===== config.mk =====
export PLATFORM = sky130hd
export DESIGN_NAME = mcmd_datapath
export DESIGN_NICKNAME = d
export VERILOG_FILES = /design/src/pkg/mcmd_pkg.sv /design/src/logic/mcmd_alu.sv /design/src/logic/mcmd_datapath.sv
export SDC_FILE = /design/constraint.sdc
export NUM_CORES = 1
export LEC_CHECK = 0
export ABC_AREA = 1
export BUFFER_PORTS_ARGS = -buffer_cell sky130_fd_sc_hd__buf_2
export CORE_MARGIN = 3
export CORE_UTILIZATION = 45
export CTS_CLUSTER_SIZE = 10
export DETAILED_ROUTE_END_ITERATION = 10
export MAX_ROUTING_LAYER = met4
export PLACE_DENSITY = 0.62
export SETUP_SLACK_MARGIN = 0.5
export SYNTH_ARGS = -nofsm -noshare
export SYNTH_HDL_FRONTEND = slang
export SYNTH_SLANG_ARGS = --single-unit

===== constraint.sdc =====
create_clock -name clk -period 6.8 [get_ports clk]
set_input_delay 0.34 -clock clk [delete_from_list [all_inputs] [get_ports clk]]
set_output_delay 0.34 -clock clk [all_outputs]
set_load 0.01 [all_outputs]

===== src/pkg/mcmd_pkg.sv =====
`default_nettype none
package mcmd_pkg;

	////////////////////////////////////////////////////////////////////////////////
	// Instruction field positions.
	localparam int SRC_HI         = 15;
	localparam int SRC_LO         = 13;
	localparam int PTRC_HI        = 12;
	localparam int PTRC_LO        = 11;
	localparam int DST_HI         = 10;
	localparam int DST_LO         = 8;
	localparam int FUNC_HI        = 7;
	localparam int FUNC_LO        = 4;
	localparam int LOW_HI         = 3;
	localparam int LOW_LO         = 0;
	localparam int IMM_HI         = 7;
	localparam int IMM_LO         = 0;

	////////////////////////////////////////////////////////////////////////////////
	// Source codes.
	localparam logic [2:0] SRC_IMMEDIATE  = 3'h0;
	localparam logic [2:0] SRC_INPUT_BUS  = 3'h1;
	localparam logic [2:0] SRC_MEMORY     = 3'h2;
	localparam logic [2:0] SRC_BRANCH_REG = 3'h3;
	localparam logic [2:0] SRC_ALT_INPUT  = 3'h5;

	// Destination codes.
	localparam logic [2:0] DST_NONE       = 3'h0;
	localparam logic [2:0] DST_ALT_OUTPUT = 3'h2;
	localparam logic [2:0] DST_BR_SHIFT   = 3'h3;
	localparam logic [2:0] DST_OUTPUT     = 3'h4;
	localparam logic [2:0] DST_MEMORY     = 3'h5;
	localparam logic [2:0] DST_SCRATCH    = 3'h6;
	localparam logic [2:0] DST_BR_SCRATCH = 3'h7;

	// Pointer control codes.
	localparam logic [1:0] PTR_HOLD       = 2'h0;
	localparam logic [1:0] PTR_LOAD_LOW   = 2'h1;
	localparam logic [1:0] PTR_LOAD_PAGE  = 2'h2;
	localparam logic [1:0] PTR_INCREMENT  = 2'h3;

	////////////////////////////////////////////////////////////////////////////////
	// ALU function codes.
	localparam logic [3:0] ALU_ADD        = 4'h0;
	localparam logic [3:0] ALU_ADD_CARRY  = 4'h1;
	localparam logic [3:0] ALU_SUB_BORROW = 4'h2;
	localparam logic [3:0] ALU_INC_A      = 4'h3;
	localparam logic [3:0] ALU_A_CARRY    = 4'h4;
	localparam logic [3:0] ALU_DOUBLE_A   = 4'h5;
	localparam logic [3:0] ALU_DOUBLE_AC  = 4'h6;
	localparam logic [3:0] ALU_DEC_A      = 4'h7;
	localparam logic [3:0] ALU_PASS_A     = 4'h8;
	localparam logic [3:0] ALU_PASS_B     = 4'h9;
	localparam logic [3:0] ALU_A_OR_NB    = 4'ha;
	localparam logic [3:0] ALU_A_AND_B    = 4'hb;
	localparam logic [3:0] ALU_A_OR_B     = 4'hc;
	localparam logic [3:0] ALU_A_XOR_B    = 4'hd;
	localparam logic [3:0] ALU_SUB        = 4'he;
	localparam logic [3:0] ALU_SUB_ONES   = 4'hf;

	localparam logic [7:0] ALL_ONES       = 8'hff;
	localparam logic [9:0] PTR_ONE        = 10'h001;
	localparam logic [3:0] SCRATCH_ZERO   = 4'h0;

	////////////////////////////////////////////////////////////////////////////////
	// Register map, byte addresses.
	localparam logic [7:0] OFS_CONTROL    = 8'h00;
	localparam logic [7:0] OFS_STATUS     = 8'h04;
	localparam logic [7:0] OFS_BRANCH     = 8'h08;
	localparam logic [7:0] OFS_POINTER    = 8'h0c;
	localparam logic [7:0] OFS_SP_INDEX   = 8'h10;
	localparam logic [7:0] OFS_SP_DATA    = 8'h14;

	// Status and control field positions.
	localparam int STAT_CARRY     = 0;
	localparam int STAT_ZERO      = 1;
	localparam int STAT_PTR_LO    = 16;
	localparam int STAT_PTR_HI    = 25;
	localparam int CTRL_RUN       = 0;

	// Reset values.
	localparam logic       RST_RUN        = 1'b1;
	localparam logic       RST_CARRY      = 1'b0;
	localparam logic       RST_ZERO       = 1'b0;
	localparam logic [9:0] RST_PTR        = 10'h000;
	localparam logic [7:0] RST_BRANCH     = 8'h00;

endpackage
`default_nettype wire


===== src/logic/mcmd_alu.sv =====
`timescale 1ns/100ps
`default_nettype none
module mcmd_alu
	import mcmd_pkg::*;
(
	input  wire logic [3:0] func,
	input  wire logic [7:0] a,
	input  wire logic [7:0] b,
	input  wire logic       carry_in,
	output logic      [7:0] result,
	output logic            carry_out,
	output logic            carry_used
);

	logic [7:0] addend;
	logic       cin;
	logic [8:0] sum;
	logic [7:0] logic_res;

	// Every arithmetic code is one 9-bit add; subtracts add the complement so the
	// carry out reads as "no borrow".
	always_comb begin
		addend     = 8'h00;
		cin        = 1'b0;
		carry_used = 1'b1;
		logic_res  = a;
		case (func)
			ALU_ADD:        addend = b; // RULE_16
			ALU_ADD_CARRY: begin
				addend = b;
				cin    = carry_in;
			end
			ALU_SUB_BORROW: begin
				addend = ~b;
				cin    = carry_in; // RULE_18
			end
			ALU_INC_A:      cin = 1'b1;
			ALU_A_CARRY:    cin = carry_in;
			ALU_DOUBLE_A:   addend = a;
			ALU_DOUBLE_AC: begin
				addend = a;
				cin    = carry_in;
			end
			ALU_DEC_A:      addend = ALL_ONES;
			ALU_SUB: begin
				addend = ~b;
				cin    = 1'b1;
			end
			ALU_SUB_ONES:   addend = ~b;
			ALU_PASS_A: begin // RULE_17
				carry_used = 1'b0;
				logic_res  = a;
			end
			ALU_PASS_B: begin
				carry_used = 1'b0;
				logic_res  = b;
			end
			ALU_A_OR_NB: begin
				carry_used = 1'b0;
				logic_res  = a | ~b;
			end
			ALU_A_AND_B: begin
				carry_used = 1'b0;
				logic_res  = a & b;
			end
			ALU_A_OR_B: begin
				carry_used = 1'b0;
				logic_res  = a | b;
			end
			ALU_A_XOR_B: begin
				carry_used = 1'b0;
				logic_res  = a ^ b;
			end
			default:        carry_used = 1'b0;
		endcase
		sum       = {1'b0, a} + {1'b0, addend} + {8'h00, cin};
		carry_out = sum[8];
		result    = carry_used ? sum[7:0] : logic_res;
	end

endmodule // mcmd_alu
`default_nettype wire


===== src/logic/mcmd_datapath.sv =====
//
// Function
// (RULE_01) Pointer field selects hold, low, page, increment.
// (RULE_02) Pointer codes 00,01,10,11 in that order.
// (RULE_03) Low load writes result into pointer 7:0.
// (RULE_04) Page load writes result 1:0 to 9:8.
// (RULE_05) Increment after transfer, wraps at top.
// (RULE_06) ALU B from source, A from scratch.
// (RULE_07) Immediate, input bus, alternate input bus sources.
// (RULE_08) Memory, branch sources use function and A index.
// (RULE_09) Output destination forces scratch zero on A.
// (RULE_10) Output destinations addressed by low four bits.
// (RULE_11) Memory at pointer, scratch at low bits.
// (RULE_12) Code 111 writes branch and scratch.
// (RULE_13) Branch shift puts result bit zero in seven.
// (RULE_14) Branch shifts right, rotating when also source.
// (RULE_15) No destination still updates carry and zero.
// (RULE_16) Arithmetic codes 0000 to 0111 in order.
// (RULE_17) Logical codes 1000 to 1101 in order.
// (RULE_18) Borrow subtract uses complement of carry.
// (RULE_19) Adds set carry on carry out.
// (RULE_20) Subtracts clear carry on borrow.
// (RULE_21) Logical functions leave carry alone.
// (RULE_22) Zero flag set when result is all ones.
// (RULE_23) Two's subtract carry means A at least B.
// (RULE_24) Ones subtract: carry A above B, equal all-ones.
// (RULE_25) Sixteen-bit word, source 15:13, destination 10:8.
//
// Added by the designer: register access over APB and the register addresses.
`timescale 1ns/100ps
`default_nettype none
module mcmd_datapath
	import mcmd_pkg::*;
(
	input  wire logic        clk,
	input  wire logic        rst,
	input  wire logic [15:0] instr,
	input  wire logic        instr_valid,
	output logic             instr_ready,
	output logic      [3:0]  in_addr,
	output logic             in_alt,
	input  wire logic [7:0]  in_data,
	output logic      [9:0]  mem_raddr,
	input  wire logic [7:0]  mem_rdata,
	output logic             mem_we,
	output logic      [9:0]  mem_waddr,
	output logic      [7:0]  mem_wdata,
	output logic             out_we,
	output logic             out_alt,
	output logic      [3:0]  out_addr,
	output logic      [7:0]  out_data,
	input  wire logic        psel,
	input  wire logic        penable,
	input  wire logic        pwrite,
	input  wire logic [31:0] paddr,
	input  wire logic [31:0] pwdata,
	input  wire logic [3:0]  pstrb,
	output logic             pready,
	output logic      [31:0] prdata,
	output logic             pslverr
);

	typedef struct packed {
		logic             run;
		logic             carry;
		logic             zero;
		logic [9:0]       ptr;
		logic [7:0]       br;
		logic [3:0]       sp_sel;
		logic [15:0][7:0] scratch;
		logic             out_we;
		logic             out_alt;
		logic [3:0]       out_addr;
		logic [7:0]       out_data;
		logic             mem_we;
		logic [9:0]       mem_waddr;
		logic [7:0]       mem_wdata;
		logic [31:0]      prdata;
	} mcmd_state_t;

	mcmd_state_t st;
	mcmd_state_t next_st;

	////////////////////////////////////////////////////////////////////////////////
	// Decode helpers.

	function automatic logic is_output_dest(input logic [2:0] dst);
		is_output_dest = (dst == DST_OUTPUT) || (dst == DST_ALT_OUTPUT); // RULE_10
	endfunction

	function automatic logic is_mapped(input logic [31:0] addr);
		is_mapped = (addr[31:8] == 24'h000000) &&
			((addr[7:0] == OFS_CONTROL) || (addr[7:0] == OFS_STATUS) ||
			(addr[7:0] == OFS_BRANCH) || (addr[7:0] == OFS_POINTER) ||
			(addr[7:0] == OFS_SP_INDEX) || (addr[7:0] == OFS_SP_DATA));
	endfunction

	// Exact word match, so an alias above the map never hits.
	function automatic logic is_reg(input logic [31:0] addr, input logic [7:0] ofs);
		is_reg = (addr == {24'h000000, ofs});
	endfunction

	function automatic logic writes_scratch(input logic [2:0] code);
		writes_scratch = (code == DST_SCRATCH) || (code == DST_BR_SCRATCH); // RULE_11 RULE_12
	endfunction

	function automatic logic takes_func(input logic [2:0] code);
		takes_func = (code == SRC_MEMORY) || (code == SRC_BRANCH_REG); // RULE_08
	endfunction

	////////////////////////////////////////////////////////////////////////////////
	// Instruction fields.

	logic [2:0] src;
	logic [2:0] dst;
	logic [1:0] ptr_ctl;
	logic [3:0] func;
	logic [3:0] low_idx;
	logic [3:0] a_idx;
	logic [7:0] src_bus;
	logic [7:0] alu_a;
	logic [7:0] alu_res;
	logic       alu_cout;
	logic       alu_cused;
	logic       exec;
	logic       apb_setup;
	logic       apb_write;
	logic       apb_access;

	assign src     = instr[SRC_HI:SRC_LO]; // RULE_25
	assign dst     = instr[DST_HI:DST_LO]; // RULE_25
	assign ptr_ctl = instr[PTRC_HI:PTRC_LO]; // RULE_01
	assign low_idx = instr[LOW_HI:LOW_LO];
	assign exec    = instr_valid && st.run;

	// Input-bus registers live outside; the address is steered straight from the word.
	assign in_addr = instr[FUNC_HI:FUNC_LO]; // RULE_07
	assign in_alt  = (src == SRC_ALT_INPUT); // RULE_07

	// The read port always faces the current pointer, so a read sees it before any increment.
	assign mem_raddr = st.ptr; // RULE_08

	////////////////////////////////////////////////////////////////////////////////
	// Source bus and ALU operand selection.

	always_comb begin
		src_bus = 8'h00;
		func    = ALU_PASS_B;
		case (src)
			SRC_IMMEDIATE:  src_bus = instr[IMM_HI:IMM_LO]; // RULE_07
			SRC_INPUT_BUS:  src_bus = in_data; // RULE_07
			SRC_ALT_INPUT:  src_bus = in_data; // RULE_07
			SRC_MEMORY: begin
				src_bus = mem_rdata; // RULE_08
				func    = instr[FUNC_HI:FUNC_LO]; // RULE_08
			end
			SRC_BRANCH_REG: begin
				src_bus = st.br; // RULE_08
				func    = instr[FUNC_HI:FUNC_LO]; // RULE_08
			end
			default:        src_bus = 8'h00;
		endcase
	end

	// The low bits double as the output address, so the A side falls back to location zero.
	assign a_idx = (takes_func(src) && is_output_dest(dst)) ? SCRATCH_ZERO : low_idx; // RULE_09
	assign alu_a = st.scratch[a_idx]; // RULE_06

	mcmd_alu u_alu (
		.func       (func),
		.a          (alu_a),
		.b          (src_bus), // RULE_06
		.carry_in   (st.carry), // RULE_18
		.result     (alu_res),
		.carry_out  (alu_cout),
		.carry_used (alu_cused)
	);

	////////////////////////////////////////////////////////////////////////////////
	// Scratch pad write steering. Each location decodes its own enable, so a
	// wrong index can only ever disturb the one location that it names.

	logic [15:0]      sp_hw_we;
	logic [15:0]      sp_sw_we;
	logic [15:0][7:0] next_scratch;

	for (genvar gi = 0; gi < 16; gi++) begin : g_sp
		assign sp_hw_we[gi]     = exec && writes_scratch(dst) && (low_idx == 4'(gi)); // RULE_11 RULE_12
		assign sp_sw_we[gi]     = apb_write && pstrb[0] && is_reg(paddr, OFS_SP_DATA) &&
			(st.sp_sel == 4'(gi));
		// The instruction wins when software writes the same location in the same cycle.
		assign next_scratch[gi] = sp_hw_we[gi] ? alu_res : (sp_sw_we[gi] ? pwdata[7:0] : st.scratch[gi]);
	end

	////////////////////////////////////////////////////////////////////////////////
	// Condition flags, held unless an instruction executes or software writes the status register.

	logic next_carry;
	logic next_zero;

	// Zero follows the ALU on every move, so a move with no destination still compares.
	assign next_zero  = (alu_res == ALL_ONES); // RULE_15 RULE_22 RULE_24
	// Logical and pass functions report no carry use and keep the old flag.
	assign next_carry = alu_cused ? alu_cout : st.carry; // RULE_19 RULE_20 RULE_21 RULE_23 RULE_24

	////////////////////////////////////////////////////////////////////////////////
	// Bus slave: zero wait states, read data captured in the setup cycle.

	assign apb_setup   = psel && !penable;
	assign apb_access  = psel && penable;
	assign apb_write   = apb_access && pwrite;
	assign pready      = 1'b1;
	assign pslverr     = apb_access && !is_mapped(paddr);
	assign prdata      = st.prdata;
	assign instr_ready = st.run;

	////////////////////////////////////////////////////////////////////////////////
	// Next state.

	always_comb begin
		next_st           = st;
		next_st.out_we    = 1'b0;
		next_st.mem_we    = 1'b0;
		// The scratch pad comes whole from its steering logic.
		next_st.scratch   = next_scratch; // RULE_11 RULE_12

		// Software writes first, so an instruction in the same cycle overrides them.
		if (apb_write && is_mapped(paddr) && pstrb[0]) begin
			case (paddr[7:0])
				OFS_CONTROL:  next_st.run = pwdata[CTRL_RUN];
				OFS_STATUS: begin
					next_st.carry = pwdata[STAT_CARRY];
					next_st.zero  = pwdata[STAT_ZERO];
				end
				OFS_BRANCH:   next_st.br = pwdata[7:0];
				OFS_POINTER:  next_st.ptr[7:0] = pwdata[7:0];
				OFS_SP_INDEX: next_st.sp_sel = pwdata[3:0];
				default:      next_st.run = st.run;
			endcase
		end
		if (apb_write && is_reg(paddr, OFS_POINTER) && pstrb[1]) begin
			next_st.ptr[9:8] = pwdata[9:8];
		end

		if (apb_setup) begin
			next_st.prdata = 32'h00000000;
			case (paddr[7:0])
				OFS_CONTROL:  next_st.prdata[CTRL_RUN] = st.run;
				OFS_STATUS: begin
					next_st.prdata[STAT_CARRY]             = st.carry;
					next_st.prdata[STAT_ZERO]              = st.zero;
					next_st.prdata[STAT_PTR_HI:STAT_PTR_LO] = st.ptr;
				end
				OFS_BRANCH:   next_st.prdata[7:0] = st.br;
				OFS_POINTER:  next_st.prdata[9:0] = st.ptr;
				OFS_SP_INDEX: next_st.prdata[3:0] = st.sp_sel;
				OFS_SP_DATA:  next_st.prdata[7:0] = st.scratch[st.sp_sel];
				default:      next_st.prdata = 32'h00000000;
			endcase
			if (!is_mapped(paddr)) begin
				next_st.prdata = 32'h00000000;
			end
		end

		if (exec) begin
			// Flags move on every instruction, whatever the destination.
			next_st.zero  = next_zero; // RULE_22 RULE_15 RULE_24
			next_st.carry = next_carry; // RULE_19 RULE_20 RULE_21 RULE_23 RULE_24

			case (dst)
				DST_NONE:       next_st.br = next_st.br; // RULE_15
				DST_ALT_OUTPUT: begin
					next_st.out_we   = 1'b1; // RULE_10
					next_st.out_alt  = 1'b1;
					next_st.out_addr = low_idx;
					next_st.out_data = alu_res;
				end
				DST_OUTPUT: begin
					next_st.out_we   = 1'b1; // RULE_10
					next_st.out_alt  = 1'b0;
					next_st.out_addr = low_idx;
					next_st.out_data = alu_res;
				end
				DST_BR_SHIFT:   next_st.br = {alu_res[0], st.br[7:1]}; // RULE_13 RULE_14
				DST_MEMORY: begin
					next_st.mem_we    = 1'b1; // RULE_11
					next_st.mem_waddr = st.ptr;
					next_st.mem_wdata = alu_res;
				end
				DST_SCRATCH:    next_st.br = next_st.br; // RULE_11
				DST_BR_SCRATCH: begin
					next_st.br               = alu_res; // RULE_12
				end
				default:        next_st.br = next_st.br;
			endcase

			// The pointer moves after the transfer has used its old value.
			case (ptr_ctl)
				PTR_HOLD:      next_st.ptr = next_st.ptr; // RULE_01 RULE_02
				PTR_LOAD_LOW:  next_st.ptr[7:0] = alu_res; // RULE_02 RULE_03
				PTR_LOAD_PAGE: next_st.ptr[9:8] = alu_res[1:0]; // RULE_02 RULE_04
				PTR_INCREMENT: next_st.ptr = st.ptr + PTR_ONE; // RULE_02 RULE_05
				default:       next_st.ptr = next_st.ptr;
			endcase
		end
	end

	////////////////////////////////////////////////////////////////////////////////
	// State register. The scratch pad is cleared too, so a read before any write is defined.

	always_ff @(posedge clk or posedge rst) begin
		if (rst) begin
			st.run       <= RST_RUN;
			st.carry     <= RST_CARRY;
			st.zero      <= RST_ZERO;
			st.ptr       <= RST_PTR;
			st.br        <= RST_BRANCH;
			st.sp_sel    <= 4'h0;
			st.scratch   <= '0;
			st.out_we    <= 1'b0;
			st.out_alt   <= 1'b0;
			st.out_addr  <= 4'h0;
			st.out_data  <= 8'h00;
			st.mem_we    <= 1'b0;
			st.mem_waddr <= 10'h000;
			st.mem_wdata <= 8'h00;
			st.prdata    <= 32'h00000000;
		end else begin
			st <= next_st;
		end
	end

	assign out_we    = st.out_we;
	assign out_alt   = st.out_alt;
	assign out_addr  = st.out_addr;
	assign out_data  = st.out_data;
	assign mem_we    = st.mem_we;
	assign mem_waddr = st.mem_waddr;
	assign mem_wdata = st.mem_wdata;

endmodule // mcmd_datapath
`default_nettype wire


==> results.py <==
metrics = {
    "synth": {
        "yosysSeqAreaShare": 0.363,
        "async_reset_ff_frac": 1.00,
        "ys_top_cells_by_area": "dfrtp_1, o21ai_0, nand2_1, nand3_1, inv_1",
        "synth_enable_flop_cells": 0,
        "avgSynthCellArea_um2": 7.05,
        "synth.distinct_cells": 49,
        "syn-instance-count": 2015,
        "synth-main-ff-cell": "dfrtp_1",
        "synth_top_area_cell": "dfrtp_1",
        "ys_seq_elements": 206,
        "netlist_area_mm2": 0.0142,
        "ys_warn_count": 0,
        "synth.top_cell.area_share": 0.361,
    },
    "cells_and_area": {
        "drive_gt1_frac": 0.125,
        "antennaDiodeCount": 0,
        "area_growth_pct": 8.71,
        "fin_util": 0.501,
        "final_cell_mix": "nand2_1, o21ai_0, inv_1, dfrtp_1, nand3_1",
        "fill_cells": 3141,
        "instances_no_fill": 2472,
        "nets": 2183,
        "final_common_cell": "nand2_1",
    },
    "detailed_routing": {
        "postRouteWirelength_um": 54400,
        "dr.pass1.iters": 6,
        "initialDrtViolationCount": 2281,
        "antenna_left": 0,
        "vias": 14942,
        "viasPerCell": 6.04,
        "wl_per_cell_um": 22.0,
        "drc": 0,
    },
    "clocking": {
        "cts_hold_buf": 0,
        "numCtsBuffers": 26,
        "cts_max_path_buffers": 3,
        "cts.htree.levels": 1,
        "postCtsSetupBuffers": 0,
        "clkLatencyLatePin_ps": 550,
        "cts.repair.resized": 0,
        "tritoncts": "done",
        "path_clk_slew_ps": 60,
        "cts_root_buf": "clkbuf_16",
        "clkSinkCount": 206,
    },
    "placement": {
        "place_congestion": 0.969,
        "portBuffers": 151,
        "dp_hpwl_um": 37000,
        "dp.cells": 2427,
    },
    "grt": {
        "grt_pass1_wl_um": 82300,
        "grt_max_degree": 138,
        "grt_pass1_vias": 13741,
        "grtUsageTotal": 0.324,
        "grt_overflow": 0,
        "antenna_found_initial": 1,
    },
    "setup_path": {
        "start_kind": "primary input",
        "required_ps": 7250,
        "cp-end-kind": "flop",
        "cp_max_fo": 21,
        "critical_path_class": "in2reg",
        "arrival_ps": 5170,
        "cp-startpoint": "instr[14]",
        "r2r_start": "st[113]",
    },
    "floorplan": {
        "die_w_um": 184,
        "rows": 64,
        "fp.dieArea_mm2": 0.0338,
        "die_h_um": 184,
        "start_util": 0.461,
        "ioPinCount": 189,
        "fp.coreArea_mm2": 0.0308,
    },
    "sta": {
        "post-route-period-util": 0.693,
        "drv_slew": 0,
        "slew_headroom": 0.197,
        "setup_violations": 0,
        "finalSetupTns_ps": 0,
        "min_period_ps": 4710,
        "hold_viol": 0,
        "skew_ps": 23.4,
        "rsz0062_at_grt": "false",
        "timing.fmax_mhz": 212,
        "worst_pin_slew_ps": 1200,
    },
    "power": {
        "power.density_mw_per_mm2": 254,
        "peakVddDrop_v": 0.000187,
        "leakage_nw": 7.69,
        "p_total_mw": 3.92,
    },
    "run": {
        "drv_cap": 0,
    },
    "status": {
        "status": "finished clean",
    },
    "worst_hold_path": {
        "hp-class": "in2async",
    },
}
==> report_power, final <==
part           switching, mW  leakage [nW]  internal (mW)
clock network          0.552         0.384          0.769
logic                  0.694          4.86          0.310
registers              0.152          2.45           1.45
total                   1.40          7.69           2.53
==> layer usage <==
metal / up-vias / global-route usage / share of wire
met5: - / - / 0
li1: 6866 / - / -
met2: 945 / 0.484 / 0.43
met3: 143 / 0.0546 / 0.12
met4: 0 / 0.123 / 0.046
met1: 6988 / 0.444 / 0.41
==> per-stage QoR <==
stage               hold slack [ps]  cell area (µm²)  worst slack, ps
finish                         7.43            15500             2090
floorplan                       454            14300              838
CTS                            51.6            15500             2230
detailed placement              468            14700             1680
global placement                461            14700             1730
global route                   84.9            15500             1740
==> registers in the layout, summed over array words and instances, names as in the netlist, 4 cells and up <==
name	count
mem_raddr	10
mem_wdata	8
out_data	8
mem_waddr	10
st	142
prdata	20
out_addr	4
==> final timing paths <==
| check | endpoint | slack, ps | cells past startpoint |
|---|---|---|---|
| setup / recovery | st[143] | 2090 | 28 |
| hold / removal | mem_waddr[8] | 7 | 2 |
| setup reg to reg | st[143] | 2610 | 23 |
| hold reg to reg | mem_waddr[9] | 480 | 2 |
| max in group asynchronous | st[194] | 5130 | 3 |
| min in group clk | mem_raddr[9] | 70 | 3 |
==> worst max-delay path, stage by stage <==
cell and delay, ps:
buf_2 120, inv_2 160, nor2_8 70, nand3_4 320, nand2_2 210, inv_2 280
nand3_1 120, nand3_1 140, nand3_1 250, nand2_1 240, o211ai_1 100, inv_1 90
fa_1 180, inv_1 70, fa_1 440, nand2_1 100, nand2_1 70, a21oi_1 180
nor2_1 70, nor2_1 130, nor2_1 80, o21ai_0 220, inv_1 70, o21ai_0 190
nand2_2 210, inv_2 450, o21ai_0 140, o21ai_0 90
==> cell type report <==
class / instances / area, µm² / area share
inverter: 229 / 867 / 0.0561
clock inverter: 2 / 13.8 / 0.000891
multi-input combinational: 1423 / 7220 / 0.467
clock buffer: 43 / 776 / 0.0502
sequential: 206 / 5160 / 0.334
tap: 396 / 495 / 0.0321
timing repair buffer: 173 / 921 / 0.0596
==> kinds of logic (layout without fill, tap and decap cells) <==
group / Yosys count / in the layout / synth area share
xor gates and xnor gates: 5 / 5 / 0.00308
muxes: 2 / 2 / 0.00158
AOI/OAI and AO/OA: 615 / 615 / 0.247
buffers and inverters: 397 / 447 / 0.132
DFF: 206 / 206 / 0.363
and+or+nand+nor: 770 / 770 / 0.236
other: 2 / 13 / 0.000528
adders and majority gates: 18 / 18 / 0.0169
==> cell usage after synthesis, types with 2 or more instances <==
cell,instances
nand2_1,401
o21ai_0,371
inv_1,210
dfrtp_1,205
nand3_1,198
nor2_1,113
buf_4,79
clkbuf_1,58
o21ai_1,56
a21oi_1,50
o221ai_1,38
a22oi_1,33
buf_2,20
inv_2,18
o211ai_1,17
ha_1,16
nor3_1,14
a22o_1,13
o2111ai_1,12
buf_6,9
nor2_2,9
nor4_1,9
nand2_2,8
o22ai_1,7
xor2_1,5
nand3b_1,4
a221oi_1,3
a31oi_1,3
nand2_4,3
nor2_4,3
a41oi_1,2
buf_1,2
conb_1,2
fa_1,2
mux2_2,2
nand3_4,2
nand4_1,2
o311ai_0,2
o31ai_1,2
o32ai_1,2
or2_2,2
No activity file was read; power rests on OpenSTA's default activity.
